==> src/pkg/l1_pri_pkg.sv <==
// Purpose: Shared constants and types for the primary rate layer 1 state controllers.
// Assumes: One 50 MHz system clock on both ends; line bits arrive as qualified strobes.
// Notes: Holds state enumerations, line-signal codes, option codes and timing counts.
package l1_pri_pkg;
  // User side states.
  typedef enum logic [2:0] {
    F0_OFF, F1_OPER, F2_FC1, F3_FC2, F4_FC3, F5_FC4, F6_PWRON
  } user_state_type;
  // Network side states.
  typedef enum logic [2:0] {
    G0_OFF, G1_OPER, G2_FC1, G3_FC2, G4_FC3, G5_FC4, G6_PWRON
  } net_state_type;
  // What a transmitter puts on the line.
  typedef enum logic [1:0] {
    TX_NONE, TX_FRAMES, TX_AIS
  } tx_kind_type;
  // System clock period in ns.
  localparam int CLK_PERIOD_NS = 20;
  // Persistence check for RAI with continuous CRC errors, in ms.
  localparam int RAI_CCE_MIN_MS = 10;
  localparam int RAI_CCE_MAX_MS = 50;
  // Least check time in cycles, rounded up.
  localparam int RAI_CCE_CYCLES = (RAI_CCE_MIN_MS * 1000000 + CLK_PERIOD_NS - 1) / CLK_PERIOD_NS;
  // AIS window and zero threshold.
  localparam int AIS_WINDOW_BITS = 512;
  localparam int AIS_ZERO_LIMIT = 3;
  // Network option codes.
  localparam logic NET_OPTION_1 = 1'b0;
  localparam logic NET_OPTION_2 = 1'b1;
  // Reset value of the user side error code register.
  localparam logic [2:0] STATE_RESET = 3'h0;
endpackage

==> src/pkg/l1_pri_link_if.sv <==
// Purpose: Link between the user side and the network side controllers.
// Assumes: Both ends run on one clock; a bit strobe marks each line bit.
// Notes: Carries the frame-level abstraction of each direction.
`timescale 1ns/1ps
`default_nettype none
interface l1_pri_link_if;
  import l1_pri_pkg::*;
  // Network to user direction.
  tx_kind_type dn_kind;
  logic dn_bit_stb;
  logic dn_bit;
  logic dn_frame_stb;
  logic dn_a_bit;
  logic dn_e_bit;
  logic dn_timing;
  // User to network direction.
  tx_kind_type up_kind;
  logic up_frame_stb;
  logic up_a_bit;
  logic up_e_bit;
  modport user (
    input dn_kind, dn_bit_stb, dn_bit, dn_frame_stb, dn_a_bit, dn_e_bit, dn_timing,
    output up_kind, up_frame_stb, up_a_bit, up_e_bit
  );
  modport net (
    output dn_kind, dn_bit_stb, dn_bit, dn_frame_stb, dn_a_bit, dn_e_bit, dn_timing,
    input up_kind, up_frame_stb, up_a_bit, up_e_bit
  );
endinterface
`default_nettype wire

==> src/core/l1_user_ctrl.sv <==
// Purpose: User side layer 1 state controller of a primary rate interface.
// Assumes: Frame alignment and CRC checking are done upstream and reported per frame.
// Notes: The link is sampled through two flip-flops since it comes from another unit.
`timescale 1ns/1ps
`default_nettype none
module l1_user_ctrl
  import l1_pri_pkg::*;
(
  // Clock and reset.
  input wire logic sys_clk,
  input wire logic resetn,
  // Link toward the network side.
  l1_pri_link_if.user link,
  // Local conditions.
  input wire logic power_ok,
  input wire logic frame_aligned,
  input wire logic crc_err_stb,
  input wire logic net_option,
  input wire logic report_in_f5,
  // Status toward layer 2 and management.
  output l1_pri_pkg::user_state_type state,
  output logic act_ind,
  output logic deact_ind,
  output logic err_ind,
  output logic [2:0] err_code
);
  import l1_pri_pkg::*;

  // Synchroniser stages for the link inputs.
  logic [5:0] sync1_reg, sync2_reg;
  logic [1:0] kind1_reg, kind2_reg;
  logic stb_d_reg;
  user_state_type state_reg, state_next;
  logic [9:0] win_cnt_reg, win_cnt_next;
  logic [1:0] zero_cnt_reg, zero_cnt_next;
  logic ais_reg, ais_next;
  logic rai_reg, rai_next;
  logic [$clog2(RAI_CCE_CYCLES+1)-1:0] cce_cnt_reg, cce_cnt_next;
  logic cce_reg, cce_next;
  logic pend_err_reg, pend_err_next;
  logic [1:0] up_kind_reg, up_kind_next;
  logic up_stb_reg, up_stb_next, up_a_reg, up_a_next, up_e_reg, up_e_next;
  logic act_reg, act_next, deact_reg, deact_next, err_reg, err_next;
  logic [2:0] code_reg, code_next;

  // Two-flop capture; only stage two feeds any logic.
  always_ff @(posedge sys_clk or negedge resetn) begin
    if (!resetn) begin
      sync1_reg <= 6'h00;
      sync2_reg <= 6'h00;
      kind1_reg <= 2'h0;
      kind2_reg <= 2'h0;
      stb_d_reg <= 1'b0;
    end else begin
      sync1_reg <= {link.dn_bit_stb, link.dn_bit, link.dn_frame_stb, link.dn_a_bit,
                    link.dn_e_bit, link.dn_timing};
      sync2_reg <= sync1_reg;
      kind1_reg <= link.dn_kind;
      kind2_reg <= kind1_reg;
      stb_d_reg <= sync2_reg[5];
    end
  end

  logic bit_stb, rx_bit, frame_stb, rx_a, rx_e, signal_lost;
  assign bit_stb = sync2_reg[5] & ~stb_d_reg;
  assign rx_bit = sync2_reg[4];
  assign frame_stb = sync2_reg[3];
  assign rx_a = sync2_reg[2];
  assign rx_e = sync2_reg[1];
  // No frames and no AIS on the line is loss of signal; so is missing timing, with or without frames.
  assign signal_lost = (kind2_reg == 2'(TX_NONE)) | ~sync2_reg[0];

  // Detectors for AIS, RAI and RAI with continuous CRC errors.
  always_comb begin
    win_cnt_next = win_cnt_reg;
    zero_cnt_next = zero_cnt_reg;
    ais_next = ais_reg;
    rai_next = rai_reg;
    cce_cnt_next = cce_cnt_reg;
    cce_next = cce_reg;
    if (frame_aligned) begin
      ais_next = 1'b0;
      win_cnt_next = 10'h000;
      zero_cnt_next = 2'h0;
    end else if (bit_stb) begin
      if (!rx_bit && zero_cnt_reg != 2'(AIS_ZERO_LIMIT)) begin
        zero_cnt_next = zero_cnt_reg + 2'h1;
      end
      if (win_cnt_reg == 10'(AIS_WINDOW_BITS - 1)) begin
        // Window closes: fewer than three zeros means AIS.
        ais_next = (zero_cnt_next < 2'(AIS_ZERO_LIMIT));
        win_cnt_next = 10'h000;
        zero_cnt_next = 2'h0;
      end else begin
        win_cnt_next = win_cnt_reg + 10'h001;
      end
    end
    if (!frame_aligned) begin
      rai_next = 1'b0;
    end else if (frame_stb) begin
      rai_next = rx_a;
    end
    // The counter runs only while A one and E zero persist.
    if (!frame_aligned || net_option != NET_OPTION_2) begin
      cce_cnt_next = '0;
      cce_next = 1'b0;
    end else if (frame_stb) begin
      if (rx_a && !rx_e) begin
        if (cce_cnt_reg != ($bits(cce_cnt_reg))'(RAI_CCE_CYCLES)) begin
          cce_cnt_next = cce_cnt_reg + 1'b1;
        end
      end else begin
        cce_cnt_next = '0;
        cce_next = 1'b0;
      end
    end else if (cce_cnt_reg != ($bits(cce_cnt_reg))'(RAI_CCE_CYCLES) && cce_cnt_reg != '0) begin
      cce_cnt_next = cce_cnt_reg + 1'b1;
    end
    if (cce_cnt_next == ($bits(cce_cnt_reg))'(RAI_CCE_CYCLES)) begin
      cce_next = 1'b1;
    end
  end

  always_ff @(posedge sys_clk or negedge resetn) begin
    if (!resetn) begin
      win_cnt_reg <= 10'h000;
      zero_cnt_reg <= 2'h0;
      ais_reg <= 1'b0;
      rai_reg <= 1'b0;
      cce_cnt_reg <= '0;
      cce_reg <= 1'b0;
    end else begin
      win_cnt_reg <= win_cnt_next;
      zero_cnt_reg <= zero_cnt_next;
      ais_reg <= ais_next;
      rai_reg <= rai_next;
      cce_cnt_reg <= cce_cnt_next;
      cce_reg <= cce_next;
    end
  end

  // State choice, indications and the transmitted frame contents.
  always_comb begin
    state_next = state_reg;
    pend_err_next = pend_err_reg | crc_err_stb;
    up_kind_next = up_kind_reg;
    up_stb_next = 1'b0;
    up_a_next = up_a_reg;
    up_e_next = up_e_reg;
    act_next = 1'b0;
    deact_next = 1'b0;
    err_next = 1'b0;
    code_next = code_reg;
    if (!power_ok) begin
      state_next = F0_OFF;
    end else if (state_reg == F0_OFF) begin
      state_next = F6_PWRON;
    end else if (state_reg != F6_PWRON || !signal_lost || ais_reg) begin
      // F6 is left only once the line has been evaluated.
      if (signal_lost && !ais_reg) state_next = F3_FC2;
      else if (ais_reg) state_next = F4_FC3;
      else if (!frame_aligned) state_next = F3_FC2;
      else if (cce_reg) state_next = F5_FC4;
      else if (rai_reg) state_next = F2_FC1;
      else state_next = F1_OPER;
    end
    if (state_next != state_reg) begin
      if (state_next == F1_OPER) begin
        act_next = 1'b1;
      end else if (state_next != F6_PWRON) begin
        err_next = 1'b1;
        code_next = (state_next == F0_OFF) ? 3'h0 : 3'(state_next) - 3'h1;
        deact_next = (state_reg == F1_OPER);
      end
    end
    unique case (state_next)
      F0_OFF, F6_PWRON: begin
        up_kind_next = 2'(TX_NONE);
        up_a_next = 1'b0;
        up_e_next = 1'b1;
        pend_err_next = 1'b0;
      end
      F3_FC2, F4_FC3: begin
        up_kind_next = 2'(TX_FRAMES);
        up_a_next = 1'b1;
      end
      F1_OPER, F2_FC1, F5_FC4: begin
        up_kind_next = 2'(TX_FRAMES);
        up_a_next = 1'b0;
      end
    endcase
    // One frame goes out per received frame, carrying any pending CRC error.
    if (frame_stb && up_kind_next == 2'(TX_FRAMES)) begin
      up_stb_next = 1'b1;
      // Error reports are suppressed in F5 unless asked for.
      up_e_next = ~(pend_err_reg | crc_err_stb) |
                  (state_next == F5_FC4 && !report_in_f5);
      pend_err_next = 1'b0;
    end
  end

  always_ff @(posedge sys_clk or negedge resetn) begin
    if (!resetn) begin
      state_reg <= F0_OFF;
      pend_err_reg <= 1'b0;
      up_kind_reg <= 2'(TX_NONE);
      up_stb_reg <= 1'b0;
      up_a_reg <= 1'b0;
      up_e_reg <= 1'b1;
      act_reg <= 1'b0;
      deact_reg <= 1'b0;
      err_reg <= 1'b0;
      code_reg <= STATE_RESET;
    end else begin
      state_reg <= state_next;
      pend_err_reg <= pend_err_next;
      up_kind_reg <= up_kind_next;
      up_stb_reg <= up_stb_next;
      up_a_reg <= up_a_next;
      up_e_reg <= up_e_next;
      act_reg <= act_next;
      deact_reg <= deact_next;
      err_reg <= err_next;
      code_reg <= code_next;
    end
  end

  // Every output comes straight from its register.
  assign state = state_reg;
  assign act_ind = act_reg;
  assign deact_ind = deact_reg;
  assign err_ind = err_reg;
  assign err_code = code_reg;
  assign link.up_kind = tx_kind_type'(up_kind_reg);
  assign link.up_frame_stb = up_stb_reg;
  assign link.up_a_bit = up_a_reg;
  assign link.up_e_bit = up_e_reg;
endmodule // l1_user_ctrl
`default_nettype wire

==> src/flat_wrapper.sv <==
// flat-port wrapper written by rule: the top's interface ports become plain ports
module l1_user_ctrl_flat import l1_pri_pkg::*;
  (sys_clk, resetn, power_ok, frame_aligned, crc_err_stb, net_option, report_in_f5, state, act_ind, deact_ind, err_ind, err_code, link_dn_kind, link_dn_bit_stb, link_dn_bit, link_dn_frame_stb, link_dn_a_bit, link_dn_e_bit, link_dn_timing, link_up_kind, link_up_frame_stb, link_up_a_bit, link_up_e_bit);
  l1_pri_link_if link_i ();
  input wire logic sys_clk;
  input wire logic resetn;
  input wire logic power_ok;
  input wire logic frame_aligned;
  input wire logic crc_err_stb;
  input wire logic net_option;
  input wire logic report_in_f5;
  output l1_pri_pkg::user_state_type state;
  output logic act_ind;
  output logic deact_ind;
  output logic err_ind;
  output logic [2:0] err_code;
  input wire logic [$bits(link_i.dn_kind)-1:0] link_dn_kind;
  input wire logic [$bits(link_i.dn_bit_stb)-1:0] link_dn_bit_stb;
  input wire logic [$bits(link_i.dn_bit)-1:0] link_dn_bit;
  input wire logic [$bits(link_i.dn_frame_stb)-1:0] link_dn_frame_stb;
  input wire logic [$bits(link_i.dn_a_bit)-1:0] link_dn_a_bit;
  input wire logic [$bits(link_i.dn_e_bit)-1:0] link_dn_e_bit;
  input wire logic [$bits(link_i.dn_timing)-1:0] link_dn_timing;
  output wire logic [$bits(link_i.up_kind)-1:0] link_up_kind;
  output wire logic [$bits(link_i.up_frame_stb)-1:0] link_up_frame_stb;
  output wire logic [$bits(link_i.up_a_bit)-1:0] link_up_a_bit;
  output wire logic [$bits(link_i.up_e_bit)-1:0] link_up_e_bit;
  assign link_i.dn_kind = link_dn_kind;
  assign link_i.dn_bit_stb = link_dn_bit_stb;
  assign link_i.dn_bit = link_dn_bit;
  assign link_i.dn_frame_stb = link_dn_frame_stb;
  assign link_i.dn_a_bit = link_dn_a_bit;
  assign link_i.dn_e_bit = link_dn_e_bit;
  assign link_i.dn_timing = link_dn_timing;
  assign link_up_kind = link_i.up_kind;
  assign link_up_frame_stb = link_i.up_frame_stb;
  assign link_up_a_bit = link_i.up_a_bit;
  assign link_up_e_bit = link_i.up_e_bit;
  l1_user_ctrl u_core (.sys_clk(sys_clk), .resetn(resetn), .link(link_i), .power_ok(power_ok), .frame_aligned(frame_aligned), .crc_err_stb(crc_err_stb), .net_option(net_option), .report_in_f5(report_in_f5), .state(state), .act_ind(act_ind), .deact_ind(deact_ind), .err_ind(err_ind), .err_code(err_code));
endmodule
==> config.mk <==
export PLATFORM = sky130hd
export DESIGN_NAME = l1_user_ctrl_flat
export DESIGN_NICKNAME = d
export VERILOG_FILES = /design/src/pkg/l1_pri_pkg.sv /design/src/pkg/l1_pri_link_if.sv /design/src/core/l1_user_ctrl.sv /design/src/flat_wrapper.sv
export SDC_FILE = /design/constraint.sdc
export NUM_CORES = 1
export LEC_CHECK = 0
export BUFFER_PORTS_ARGS = -buffer_cell sky130_fd_sc_hd__buf_2
export CORE_MARGIN = 2
export CORE_UTILIZATION = 59
export DETAILED_ROUTE_END_ITERATION = 6
export GPL_TIMING_DRIVEN = 0
export PLACE_DENSITY = 0.91
export RECOVER_POWER = 50
export SLEW_MARGIN = 20
export SYNTH_ARGS = -nofsm -noshare
export SYNTH_HDL_FRONTEND = slang
export SYNTH_SLANG_ARGS = --single-unit
==> constraint.sdc <==
create_clock -name sys_clk -period 2.93 [get_ports sys_clk]
set_clock_uncertainty 0.15 [all_clocks]
set_input_delay 0.4395 -clock sys_clk [delete_from_list [all_inputs] [get_ports sys_clk]]
set_output_delay 0.4395 -clock sys_clk [all_outputs]
set_load 0.01 [all_outputs]
==> flow_metrics.env <==
export IMPL_outcome="finished, violations left"
export IMPL_violations="capacitance limit, slew limit"
export IMPL_place_ws_ns=0.3757
export IMPL_grt_pass1_vias=2255
export IMPL_max_slew_margin_pct=-0.3083
export IMPL_synth_net_count=327
export IMPL_drt_iter0_drc=243
export IMPL_cts_resized_gates=0
export IMPL_via_count=2386
export IMPL_fin_crit_ns=2.575
export IMPL_portBuffers=27
export IMPL_yosysWarnings=0
export IMPL_cts_buffers=9
export IMPL_hold_depth=1
export IMPL_largest_register_ffs=19
export IMPL_synth_xor_area_share_pct=6.755
export IMPL_yosys_top_cells_area="dfrtp_1 51%, xnor2_1 4.8%, nor2_1 4.3%"
export IMPL_rows=26
export IMPL_initial_core_util_pct=60.93
export IMPL_setup_slack_ns=0.3553
export IMPL_wl_per_cell_um=14.03
export IMPL_dp_hpwl_um=4148
export IMPL_critPathKind="reg -> reg"
export IMPL_cts_hold_buffers_added=0
export IMPL_final_period_utilization_pct=87.87
export IMPL_grt_pass1_wl_um=9860
export IMPL_post_cts_setup_buffers=0
export IMPL_worstHoldStart="link_dn_kind[0]"
export IMPL_synth_area_per_cell_um2=10.30
export IMPL_finalPower_uw=2089
export IMPL_io_pins=29
export IMPL_gp_congestion=0.8705
export IMPL_clk_pin_slew_worst_paths_ns=0.08
export IMPL_antenna_found_initial=0
export IMPL_ys_ff_latch=65
export IMPL_final_nets=365
export IMPL_via_per_inst=5.749
export IMPL_critPathMaxFanout=6
export IMPL_setup_tns_ns=0
export IMPL_synth_area_leader_cell="dfrtp_1"
export IMPL_critPathSlowestCell="dfrtp_1"
export IMPL_p_leak_uw=0.001569
export IMPL_critical_path_max_stage_delay_ns=0.44
export IMPL_end_kind="flip-flop"
export IMPL_synthAdderAreaFrac_pct=4.021
export IMPL_cts_tree="yes"
export IMPL_root_buffer="clkbuf_8"
export IMPL_fmax_ghz=0.3884
export IMPL_cap_violations=1
export IMPL_synth_ff_type="dfrtp_1"
export IMPL_crit_arrival_ns=2.65
export IMPL_clock_path_buffers=2
export IMPL_reg2reg_from="u_core.state[2]"
export IMPL_coreArea_mm2=0.005107
export IMPL_route_final_wire_length_um=5822
export IMPL_n_fill_cell=373
export IMPL_diodes=0
export IMPL_synth_compound_area_share_pct=11.30
export IMPL_yosysMostFrequentCell="dfrtp_1"
export IMPL_vdd_ir_drop_max_uv=571.9
export IMPL_worst_path_stages=7
export IMPL_required_ns=3.01
export IMPL_drcViolationCount=0
export IMPL_r2r_end="u_core.err_code[1]"
export IMPL_layout_drive_gt1_share_pct=15.65
export IMPL_cpLargestDelayFamily="compound AO/OA/AOI/OAI gates"
export IMPL_overflow=0
export IMPL_grt_use_total_pct=21.40
export IMPL_hp_class="in -> reg"
export IMPL_ant_nets=0
export IMPL_r2r_cells=7
export IMPL_die_area_mm2=0.005871
export IMPL_synth_commonest_cells="64 x dfrtp_1, 36 x nor2_1, 20 x nand2_1"
export IMPL_syn_to_final_growth_pct=13.23
export IMPL_drtPass1Iterations=5
export IMPL_finalSetupViolCount=0
export IMPL_synth_cell_types=51
export IMPL_die_height_um=76.63
export IMPL_grt_max_degree=66
export IMPL_clkSinkCount=65
export IMPL_cts_max_level=3
export IMPL_synth_cells=302
export IMPL_postSynth_asyncResetShare_pct=100.0
export IMPL_regToRegSetupSlack_ns=0.36
export IMPL_timing_max_transition_violations_final=65
export IMPL_hold_viol=0
export IMPL_synth_area_mm2=0.003112
export IMPL_ys_seq_area_share_pct=52.31
export IMPL_synth_top_area_share_pct=51.47
export IMPL_synthMuxAreaShare_pct=3.096
export IMPL_chipWidth_um=76.63
export IMPL_crit_path_cell_trace="and3b_1 -> a211oi_2 -> o211a_2 -> inv_1 -> ha_1 -> a221oi_4 -> mux2_1"
export IMPL_crit_buf_inv=1
export IMPL_worstMarginPinSlew_ns=1.505
export IMPL_synth_simple_area_share_pct=19.22
export IMPL_min_to="u_core.kind1_reg[0]"
export IMPL_rsz0062_at_grt="false"
export IMPL_start_kind="flip-flop"
export IMPL_synth_top_family_by_area="simple AND/OR/NAND/NOR gates"
export IMPL_clkLatencyLatePin_ns=0.35
export IMPL_synth_edf_count=0
export IMPL_powerDensity_mw_per_mm2=593.0
-- where the power goes --
part / internal, uW / switching (uW) / leakage [uW]
Clock: 357 / 349 / 0.0000924
Combinational: 149 / 202 / 0.000636
Sequential: 983 / 49.6 / 0.000840
Total: 1490 / 600 / 0.00157
-- layout by cell type, fill, tap and decap left out, drive strengths merged, types with 2 or more instances in the layout --
cell	instances
dfrtp	64
nor2	36
buf	29
o21ai	22
nand2	20
clkbuf	20
xnor2	17
nand3	14
inv	14
ha	10
and3	9
nand4	9
xor2	7
a21oi	7
nor3	6
nor4	6
mux2	5
mux2i	4
nor2b	4
a31oi	3
and2	3
nand4b	3
o31ai	3
or4	2
nor3b	2
o22ai	2
clkinvlp	2
a211oi	2
a221oi	2
-- worst max path at each step --
| stage | startpoint | end |
|---|---|---|
| 2_1_floorplan | u_core.state[2] | u_core.err_code[0] |
| 6_report | u_core.state[2] | u_core.err_code[1] |
| 5_1_grt | u_core.state[2] | u_core.err_code[1] |
| 3_5_place_dp | u_core.state[2] | u_core.err_code[0] |
| 3_3_place_gp | u_core.state[2] | u_core.err_code[0] |
| 4_1_cts | u_core.state[2] | u_core.err_code[1] |
-- per-layer routing --
layer  track usage, %  vias to the layer above  wire, um
met5                0                        -         0
met4            11.64                        0       157
met3            4.976                       14       362
li1                 -                     1144         -
met2            34.51                       87      2745
met1            26.82                     1141      2556
-- per-stage QoR --
stage	hold slack, ns	cells	cell area (um2)	util [%]
floorplan	-0.006091	302	3112	-
global route	0.03508	415	3523	68.99
CTS	0.03554	415	3526	69.03
finish	0.04674	415	3523	68.99
detailed placement	0.1847	399	3337	65.34
global placement	0.1817	399	3334	65.29
-- cell families after synthesis --
| logic type | count (synthesis) |
|---|---|
| other | 1 |
| muxes | 9 |
| and+or+nand+nor | 119 |
| xor gates and xnor gates | 24 |
| AOI/OAI and AO/OA | 51 |
| adders and majority gates | 10 |
| DFF | 65 |
| buffers and inverters | 23 |
-- final cells by class --
class / instances / area, um2 / area share [%]
repair buffers: 27 / 135.1 / 3.835
clock inverters: 5 / 37.54 / 1.065
flip-flops and latches: 65 / 1628 / 46.20
inverters: 12 / 45.04 / 1.278
multi-input cells: 214 / 1385 / 39.31
plain buffers: 11 / 53.80 / 1.527
well taps: 70 / 87.58 / 2.486
clock buffers: 11 / 151.4 / 4.297
No activity file was read; power rests on OpenSTA's default activity.
